## config.mk

```make
export PLATFORM = sky130hd
export DESIGN_NAME = sic_stop_cond
export DESIGN_NICKNAME = d
export VERILOG_FILES = /design/src/design/sic_pkg.sv /design/src/design/sic_stop_cond.sv
export SDC_FILE = /design/constraint.sdc
export NUM_CORES = 1
export LEC_CHECK = 0
export ABC_CLOCK_PERIOD_IN_PS = 1210
export BUFFER_PORTS_ARGS = -buffer_cell sky130_fd_sc_hd__buf_4
export CAP_MARGIN = 20
export CORE_AREA = 3 3 59 45
export CTS_BUF_LIST = sky130_fd_sc_hd__clkbuf_4 sky130_fd_sc_hd__clkbuf_8
export DETAILED_ROUTE_END_ITERATION = 12
export DIE_AREA = 0 0 62 48
export SKIP_LAST_GASP = 1
export SLEW_MARGIN = 20
export SYNTH_ARGS = -nofsm -noshare
export SYNTH_HDL_FRONTEND = slang
export SYNTH_SLANG_ARGS = --single-unit
```

## constraint.sdc

```tcl
create_clock -name MCLK_IN -period 1.21 [get_ports MCLK_IN]
set_input_delay 0.242 -clock MCLK_IN [delete_from_list [all_inputs] [get_ports MCLK_IN]]
set_output_delay 0.242 -clock MCLK_IN [all_outputs]
set_load 0.01 [all_outputs]
```

## src/design/sic_pkg.sv

```systemverilog
// package of constants for the stop input conditioner
package sic_pkg;
  localparam int          MODE_W          = 5;
  localparam logic [4:0]  MODE_RESET      = 5'h00;
  localparam logic [4:0]  MODE_LATCH_BIT  = 5'h04;
  localparam logic [4:0]  MODE_LVL_LO     = 5'h00;
  localparam logic [4:0]  MODE_LVL_HI     = 5'h01;
  localparam logic [4:0]  MODE_LVLH_LO    = 5'h02;
  localparam logic [4:0]  MODE_LVLH_HI    = 5'h03;
  localparam logic [4:0]  MODE_LAT_LO     = 5'h04;
  localparam logic [4:0]  MODE_LAT_HI     = 5'h05;
  localparam logic [4:0]  MODE_CMP_FIRST  = 5'h08;
  localparam logic [4:0]  MODE_CMP_LAST   = 5'h0d;
  localparam logic [4:0]  MODE_HID_LO     = 5'h10;
  localparam logic [4:0]  MODE_HID_HI     = 5'h11;
  localparam int          POL_BIT         = 0;
  localparam int          HID_BIT         = 1;
  localparam int          LAT_BIT         = 2;
  localparam int          CMP_BIT         = 3;
  localparam logic [2:0]  ERR_POLICY_LATCH = 3'h4;
  localparam int          CLK_MHZ         = 40;
  localparam int          MIN_ASSERT_US   = 50;
  localparam int          MIN_ASSERT_CYC  = MIN_ASSERT_US * CLK_MHZ;
endpackage : sic_pkg

```

## src/design/sic_stop_cond.sv

```systemverilog
// stop input conditioner: mode selection, stop latching and motion gating
`timescale 1ns/1ps
`default_nettype none
module sic_stop_cond #(
  parameter bit HAS_MODE16 = 1'b1
) (
  input  wire logic       MCLK_IN,
  input  wire logic       RST_N_IN,
  input  wire logic       STOP_PIN_IN,
  input  wire logic       FUNC_EN_IN,
  input  wire logic       MODE_WR_IN,
  input  wire logic [4:0] MODE_WDATA_IN,
  input  wire logic       STOP_CMD_IN,
  input  wire logic       STOP_CMD_ARG_IN,
  input  wire logic       EXT_LATCH_CLR_IN,
  input  wire logic [2:0] ERR_POLICY_IN,
  input  wire logic       LOOP_ERR_IN,
  input  wire logic       AXES_MOVING_IN,
  output logic [4:0]      MODE_OUT,
  output logic            STOP_STATE_OUT,
  output logic            EXT_LATCH_OUT,
  output logic            HALT_AXES_OUT,
  output logic            SUPPRESS_MOVES_OUT,
  output logic            HAND_INPUT_DEVICE_EN_OUT
);

  logic [4:0] mode_r, mode_nxt;
  logic       sync1_r, sync2_r;
  logic       sync1_nxt, sync2_nxt;
  logic       latch_r, latch_nxt;
  logic       ext_latch_r, ext_latch_nxt;
  logic       halt_r, halt_nxt;
  logic       hid_off_r, hid_off_nxt;
  logic       armed_r, armed_nxt;
  logic       force_r, force_nxt;

  logic mode_ok, is_lat, is_cmp, is_hid, is_hidonly, active, stop_cond, pending;

  function automatic logic valid_mode(input logic [4:0] m);
    valid_mode = (m <= sic_pkg::MODE_LAT_HI)
      || (m >= sic_pkg::MODE_CMP_FIRST && m <= sic_pkg::MODE_CMP_LAST)
      || (hand_mode_ok(m));
  endfunction : valid_mode

  function automatic logic hand_mode_ok(input logic [4:0] m);
    hand_mode_ok = HAS_MODE16 && (m == sic_pkg::MODE_HID_LO || m == sic_pkg::MODE_HID_HI);
  endfunction : hand_mode_ok

  always_comb
  begin
    is_hidonly = (mode_r == sic_pkg::MODE_HID_LO) || (mode_r == sic_pkg::MODE_HID_HI);
    is_lat     = !is_hidonly && mode_r[sic_pkg::LAT_BIT];
    is_cmp     = !is_hidonly && mode_r[sic_pkg::CMP_BIT];
    is_hid     = is_hidonly || mode_r[sic_pkg::HID_BIT] || is_lat;
    // polarity bit 0: 0 = active low, 1 = active high; func select 0 masks input
    active     = FUNC_EN_IN && (sync2_r == mode_r[sic_pkg::POL_BIT]);
    mode_ok    = valid_mode(MODE_WDATA_IN);
  end

  always_comb
  begin
    sync1_nxt     = STOP_PIN_IN;
    sync2_nxt     = sync1_r;
    mode_nxt      = mode_r;
    latch_nxt     = latch_r;
    ext_latch_nxt = ext_latch_r;
    force_nxt     = 1'b0;
    armed_nxt     = armed_r;
    if (MODE_WR_IN && mode_ok)
      mode_nxt = MODE_WDATA_IN;
    if (ERR_POLICY_IN == sic_pkg::ERR_POLICY_LATCH && LOOP_ERR_IN && !is_hidonly)
      mode_nxt = mode_r | sic_pkg::MODE_LATCH_BIT;
    // completing modes: armed while input held through the running move
    pending = is_cmp && active && !is_hidonly;
    if (!pending)
      armed_nxt = 1'b0;
    else if (AXES_MOVING_IN)
      armed_nxt = 1'b1;
    // stop takes effect: immediate modes on input, completing modes once motion is done
    stop_cond = active && !is_hidonly && (!is_cmp || !AXES_MOVING_IN);
    if (STOP_CMD_IN && is_lat && !STOP_CMD_ARG_IN)
      latch_nxt = 1'b0;
    if (STOP_CMD_IN && is_lat && STOP_CMD_ARG_IN)
    begin
      latch_nxt = 1'b1;
      force_nxt = 1'b1;
    end
    // set wins over the release arriving in the same cycle
    if (is_lat && stop_cond)
      latch_nxt = 1'b1;
    if (!is_lat)
      latch_nxt = 1'b0;
    if (EXT_LATCH_CLR_IN)
      ext_latch_nxt = 1'b0;
    if (stop_cond)
      ext_latch_nxt = 1'b1;
    halt_nxt    = is_lat ? latch_nxt : stop_cond;
    hid_off_nxt = (is_lat && latch_nxt) || (is_hidonly && active) || (!is_lat && is_hid && stop_cond);
  end

  always_ff @(posedge MCLK_IN)
  begin
    if (!RST_N_IN)
    begin
      mode_r      <= sic_pkg::MODE_RESET;
      sync1_r     <= 1'b0;
      sync2_r     <= 1'b0;
      latch_r     <= 1'b0;
      ext_latch_r <= 1'b0;
      halt_r      <= 1'b0;
      hid_off_r   <= 1'b0;
      armed_r     <= 1'b0;
      force_r     <= 1'b0;
    end
    else
    begin
      mode_r      <= mode_nxt;
      sync1_r     <= sync1_nxt;
      sync2_r     <= sync2_nxt;
      latch_r     <= latch_nxt;
      ext_latch_r <= ext_latch_nxt;
      halt_r      <= halt_nxt;
      hid_off_r   <= hid_off_nxt;
      armed_r     <= armed_nxt;
      force_r     <= force_nxt;
    end
  end

  assign MODE_OUT                 = mode_r;
  assign STOP_STATE_OUT           = halt_r;
  assign EXT_LATCH_OUT            = ext_latch_r;
  // halting also blocks new moves; a latched stop keeps them blocked till release
  assign HALT_AXES_OUT            = halt_r;
  assign SUPPRESS_MOVES_OUT       = halt_r;
  assign HAND_INPUT_DEVICE_EN_OUT = !hid_off_r;

  property p_reject_bad_mode;
    @(posedge MCLK_IN) disable iff (!RST_N_IN)
    (MODE_WR_IN && !mode_ok && !(LOOP_ERR_IN && ERR_POLICY_IN == sic_pkg::ERR_POLICY_LATCH))
      |=> $stable(MODE_OUT);
  endproperty
  a_reject_bad_mode: assert property (p_reject_bad_mode) else $error("invalid mode accepted");

  property p_force_immediate;
    @(posedge MCLK_IN) disable iff (!RST_N_IN)
    (STOP_CMD_IN && STOP_CMD_ARG_IN && is_lat && !MODE_WR_IN && !LOOP_ERR_IN) |=> HALT_AXES_OUT;
  endproperty
  a_force_immediate: assert property (p_force_immediate) else $error("forced stop not applied");

  property p_latch_holds;
    @(posedge MCLK_IN) disable iff (!RST_N_IN)
    (HALT_AXES_OUT && is_lat && !STOP_CMD_IN && !MODE_WR_IN) |=> HALT_AXES_OUT;
  endproperty
  a_latch_holds: assert property (p_latch_holds) else $error("latched stop dropped");

  property p_release;
    @(posedge MCLK_IN) disable iff (!RST_N_IN)
    (STOP_CMD_IN && !STOP_CMD_ARG_IN && is_lat && !active && !MODE_WR_IN && !LOOP_ERR_IN) |=> !HALT_AXES_OUT;
  endproperty
  a_release: assert property (p_release) else $error("release ignored");

  property p_level_hid_kept;
    @(posedge MCLK_IN) disable iff (!RST_N_IN)
    (mode_r == sic_pkg::MODE_LVL_LO || mode_r == sic_pkg::MODE_LVL_HI) && $stable(mode_r)
      |-> HAND_INPUT_DEVICE_EN_OUT;
  endproperty
  a_level_hid_kept: assert property (p_level_hid_kept) else $error("hand input lost in mode 0/1");

  property p_hid_only_no_halt;
    @(posedge MCLK_IN) disable iff (!RST_N_IN)
    (is_hidonly && $past(is_hidonly)) |-> !HALT_AXES_OUT;
  endproperty
  a_hid_only_no_halt: assert property (p_hid_only_no_halt) else $error("axes halted in hand-only mode");

  property p_func_off;
    @(posedge MCLK_IN) disable iff (!RST_N_IN)
    (!FUNC_EN_IN && !is_lat) [*2] |-> !HALT_AXES_OUT;
  endproperty
  a_func_off: assert property (p_func_off) else $error("disabled input halted axes");

  property p_no_halt_while_moving;
    @(posedge MCLK_IN) disable iff (!RST_N_IN)
    (is_cmp && !is_lat && AXES_MOVING_IN) |=> !HALT_AXES_OUT;
  endproperty
  a_no_halt_while_moving: assert property (p_no_halt_while_moving) else $error("running move not completed");

  property p_err_escalate;
    @(posedge MCLK_IN) disable iff (!RST_N_IN)
    (LOOP_ERR_IN && ERR_POLICY_IN == sic_pkg::ERR_POLICY_LATCH && !is_hidonly) |=> MODE_OUT[sic_pkg::LAT_BIT];
  endproperty
  a_err_escalate: assert property (p_err_escalate) else $error("mode not escalated");

  property p_ext_latch;
    @(posedge MCLK_IN) disable iff (!RST_N_IN)
    (stop_cond) |=> EXT_LATCH_OUT;
  endproperty
  a_ext_latch: assert property (p_ext_latch) else $error("input stop not recorded");

  // a forced stop must show on the halt output in the very cycle it is registered
  property p_force_seen;
    @(posedge MCLK_IN) disable iff (!RST_N_IN)
    force_r |-> HALT_AXES_OUT;
  endproperty
  a_force_seen: assert property (p_force_seen) else $error("forced stop not on halt");

  // arming happens only while axes travel, so no halt may start with it
  property p_armed_no_halt;
    @(posedge MCLK_IN) disable iff (!RST_N_IN)
    ($rose(armed_r) && !$past(is_lat)) |-> !HALT_AXES_OUT;
  endproperty
  a_armed_no_halt: assert property (p_armed_no_halt) else $error("halt during running move");

endmodule : sic_stop_cond
`default_nettype wire

```

=== Yosys cells after proc, flatten, opt, wreduce, memory -nomap -nowiden ===
Cells that the tools add are included.

* Bits in registers: 11
* Output and inout bits: 10
* Logic and storage cells: 62

* Magnitude comparators: 3
* Equality and inequality tests: 6
* Muxes and demuxes: 9
* Bitwise operators: 1
* Reductions and logical operators: 35

{| class="wikitable"
|+ Operator list
! operator !! number
|-
| 5-bit == test, second input constant || 4
|-
| 1-bit logical AND || 17
|-
| 1-bit logical OR || 9
|-
| 1-bit 2-to-1 mux || 7
|-
| 1-bit logical NOT || 6
|-
| 3-bit 2-to-1 mux || 2
|-
| 5-bit by 4-bit greater-or-equal comparator with 1-bit output, second input constant || 1
|-
| 5-bit by 3-bit less-or-equal comparator with 1-bit output, second input constant || 1
|-
| 5-bit by 4-bit less-or-equal comparator with 1-bit output, second input constant || 1
|-
| 2-bit nonzero test || 2
|-
| 3-bit == test, second input constant || 1
|-
| 2-bit AND reduction || 1
|-
| 1-bit == test || 1
|-
| 1-bit inverter || 1
|}

=== Depth between registers and ports, before layout ===
* Word-level depth: 13
* Gate-level depth with buffers: 4
* Mapped depth without buffers: 4

=== Worst setup path before layout ===
No wires, ideal clock.

* Path kind: register to register
* From: register mode_r[2], in the netlist MODE_OUT[2]
* To: register mode_r[0], in the netlist MODE_OUT[0]
* Arrival: 1.123 ns
* Required time: 1.138 ns
* Setup slack: 0.016 ns
* Stages on the path, launching flop included: 5
* Cell sequence: dfxtp_1 nor4b_4 nor4_4 nor2_4 mux2i_1

* Cells in the longest elaborated chain, start to end: 6

{| class="wikitable"
|+ Ends and longest elaborated chain
! what !! RTL line !! text
|-
| start: declaration || sic_stop_cond.sv:27 || <nowiki>logic [4:0] mode_r, mode_nxt;</nowiki>
|-
| start signal: assignment || sic_stop_cond.sv:105 || <nowiki>mode_r <= sic_pkg::MODE_RESET;</nowiki>
|-
| start signal: assignment || sic_stop_cond.sv:117 || <nowiki>mode_r <= mode_nxt;</nowiki>
|-
| 5-bit == test || sic_stop_cond.sv:51 || <nowiki>is_hidonly = (mode_r == sic_pkg::MODE_HID_LO) || (mode_r == sic_pkg::MODE_HID_HI);</nowiki>
|-
| 1-bit logical OR (*) || sic_stop_cond.sv:51 ||
|-
| 1-bit logical NOT (*) || sic_stop_cond.sv:71 || <nowiki>if (ERR_POLICY_IN == sic_pkg::ERR_POLICY_LATCH && LOOP_ERR_IN && !is_hidonly)</nowiki>
|-
| 1-bit logical AND (*) || sic_stop_cond.sv:71 ||
|-
| 1-bit inverter (no source line) (*) || n/a ||
|-
| 2-bit AND reduction (no source line) (*) || n/a ||
|}

Mark *: on every way between the ends. The rest lies on a longest branch, timed or not.
A chain may end at the register's enable or synchronous reset.

=== Worst setup path after layout ===
* From: register mode_r[3], in the netlist MODE_OUT[3]
* To: register mode_r[3], in the netlist MODE_OUT[3]

Same word-level chain as after synthesis.

==> impl_metrics.csv <==
group,metric,value,unit
grt,grt_usage,0.0888,
synth,syn_nets,74,
placed_design,gp_congestion,0.703,
synth,netlist.area_leader.share,0.424,
synth,syn-mean-instance-area,9.27,um^2
die,ioPinCount,28,
grt,grt_overflow,0,
placed_design,numPortBuffers,27,
worst_setup_path,end_kind,"flip-flop",
synth,ys_types,25,
synth,synth_largest_area_cell,"dfxtp_1",
power_and_ir_drop,ir_drop,0.348,mV
die,rows,14,
power_and_ir_drop,p_int,0.000647,W
status,violations,"setup timing",
timing,min_period_over_period,1.03,
final_layout,num_antenna_cells,0,
clock_tree,cts.sinks,11,
timing,finalHoldViolCount,0,
drt,via_count,499,
timing,setup_ws,-0.0351,ns
synth,synth_edf_count,0,
synth,ys_seq_area_frac,0.424,
worst_setup_path,reg2reg_slack,-0.04,ns
worst_setup_path,cp_max_fo,4,
run,cap_violations,0,
synth,ys_ff_latch,11,
clock_tree,cts.clk_slew.worst_paths,0.07,ns
timing,skew,0.00950,ns
drt,drcViolationCount,0,
final_layout,syn2layout_area_growth,61.0,%
power_and_ir_drop,pwr_density_cell,1020,nW/um^2
grt,grt_pass1_vias,423,
timing,period_needed,1.25,ns
clock_tree,cts_buffers,3,
timing,tightest_slew,0.294,ns
final_layout,fin_nets,111,
worst_setup_path,critical_path.top_delay_family,"simple AND/OR/NAND/NOR gates",
timing,fmax,0.803,GHz
worst_setup_path,max_stage_delay,0.35,ns
placed_design,dp_cells,118,
clock_tree,clk_latency,0.26,ns
timing,grt_setup_unrepaired,"true",
synth,syn_area,519,um^2
worst_setup_path,path_cells,"nor4b_4 -> nor4_4 -> nor2_4 -> mux2i_1",
drt,drt-vias-per-instance,4.02,
power_and_ir_drop,p_sw_frac,0.242,
worst_hold_path,hp-start,"STOP_PIN_IN",
clock_tree,cts_tree,"done",
worst_setup_path,worstRegToRegCells,4,
worst_setup_path,crit_start,"MODE_OUT[3]",
final_layout,drive_gt1_frac,0.489,
timing,finalMaxSlewViolations,0,
synth,yosysWarnings,0,
drt,ant_nets,0,
die,die_h,48,um
die,die_x,62,um
worst_setup_path,critPathSlowestCell,"nor4b_4",
die,coreArea,2120,um^2
worst_setup_path,rr_startpoint,"MODE_OUT[3]",
synth,synthFlopType,"dfxtp_1",
placed_design,placed_area,788,um^2
worst_hold_path,hold_path.class,"in2reg",
power_and_ir_drop,net-switching-power,0.000206,W
clock_tree,cts_max_level,1,
power_and_ir_drop,leakage,0.375,nW
grt,grt_pass1_wl,1860,um
drt,dr.first_iter.drc_count,21,
power_and_ir_drop,pwr-share-seq,0.466,
worst_setup_path,crit_required,1.40,ns
worst_setup_path,r2r-end,"MODE_OUT[3]",
clock_tree,root_buffer,"clkbuf_4",
grt,grt_max_degree,15,
clock_tree,cts_buffer_depth,2,
worst_setup_path,start_kind,"flip-flop",
worst_setup_path,cp.buffers_inverters,0,
synth,async_reset_ff_frac,0,
status,outcome,"complete, but fails checks",
worst_setup_path,worstSetupPathType,"reg2reg",
power_and_ir_drop,combPwrFrac,0.226,
synth,synthTopCellsByArea,"dfxtp_1 (42%), nand2_1 (10%), mux2i_1 (7.7%), nor4b_4 (4.6%), nor4_4 (4.1%)",
clock_tree,cts_hold_buffers,0,
die,die_area,2980,um^2
final_layout,final_cells,124,
synth,synthCells,56,
worst_hold_path,worstHoldEndpoint,"sync1_r",
drt,routed_wl,1280,um
final_layout,design_area,836,um^2
drt,first_pass_iters,4,
timing,setup_viol,6,
die,start_util,0.245,
drt,wire_per_inst,10.3,um
timing,max_slew_margin,0.803,
worst_hold_path,worstHoldPathCells,2,
grt,antenna_found_initial,0,
worst_setup_path,arrival,1.44,ns
power_and_ir_drop,pwr-share-clk,0.308,
-- registers in the layout (all words and copies together) (netlist names) --
register	flops
EXT_LATCH_OUT	1
latch_r	1
hid_off_r	1
sync1_r	1
sync2_r	1
HALT_AXES_OUT	1
MODE_OUT	5
-- worst reg2reg max path: stages (launching register included) --
cell and delay, ns:
dfxtp_2 0.34, nor4b_4 0.35, nor4_4 0.09, nor2_4 0.19, mux2i_1 0.20
-- cells in the final DEF, fill, tap and decap left out, types with 2 or more instances in the layout --
master / synthesis / final
clkbuf_4: 0 / 4
dfxtp_1: 11 / 9
buf_4: 2 / 35
dfxtp_2: 0 / 2
nor3_1: 2 / 2
mux2i_1: 4 / 4
nor2_1: 2 / 2
and2_1: 2 / 2
nand3_1: 2 / 2
nand2_1: 14 / 14
-- synth_stat cells, drive strengths merged, types with 2 or more instances --
| master | instances |
|---|---|
| dfxtp | 11 |
| nor2 | 3 |
| mux2i | 4 |
| buf | 2 |
| nor3 | 2 |
| and2 | 2 |
| a21boi | 2 |
| nand2 | 14 |
| nand3 | 2 |
| o21ai | 2 |
-- layout make-up --
type,instances,area (um^2)
flip-flops and latches,11,223
multi-input cells,41,277
clock buffers,4,30.0
well taps,32,40.0
repair buffers,35,263
inverters,1,3.75
fillers,215,1280
-- how the worst max path moves through the flow --
stage | to | cells after the start
floorplan | MODE_OUT[0] | 4
global placement | MODE_OUT[4] | 4
detailed placement | MODE_OUT[4] | 4
CTS | MODE_OUT[4] | 4
global route | MODE_OUT[4] | 4
finish | MODE_OUT[3] | 4
-- power by group through the flow --
stage | clock, W | combinational, W | sequential (W)
floorplan | 0 | 0.0000737 | 0.000416
global placement | 0 | 0.000189 | 0.000405
detailed placement | 0 | 0.000190 | 0.000405
CTS | 0.000275 | 0.000192 | 0.000397
global route | 0.000288 | 0.000212 | 0.000400
finish | 0.000263 | 0.000193 | 0.000398
-- per-stage QoR --
step                utilization  hold WS [ns]  total power (W)   TNS, ns  worst slack, ns
CTS                       0.390         0.181         0.000865  -0.00601         -0.00601
detailed placement        0.372         0.419         0.000595         0          0.00725
finish                    0.394         0.188         0.000853    -0.141          -0.0351
global route              0.394         0.176         0.000901    -0.486          -0.0940
global placement          0.372         0.416         0.000594         0           0.0307
floorplan                     -         0.369         0.000490         0           0.0158
-- cell families (layout without fill, tap and decap cells) --
family	Yosys count	in the layout	synth area share
xor+xnor	1	1	0.0169
simple gates	28	28	0.330
flops	11	11	0.424
mux	5	5	0.0988
compound gates	7	7	0.0867
buf+inv	4	40	0.0434
-- metal layers --
| layer | wire (um) | GRT usage | part of all wire |
|---|---|---|---|
| met3 | 135 | 0.0458 | 0.11 |
| met5 | 0 | 0 | 0 |
| met4 | 0 | 0.0127 | 0 |
| met2 | 563 | 0.149 | 0.44 |
| met1 | 583 | 0.104 | 0.45 |
-- timing repair --
action,4_1_cts,5_1_grt
resized for setup,0,2
pin swaps,1,2
setup endpoints to repair,3,8
setup buffers,1,1
Note: power is estimated with default switching activity, not from simulation.
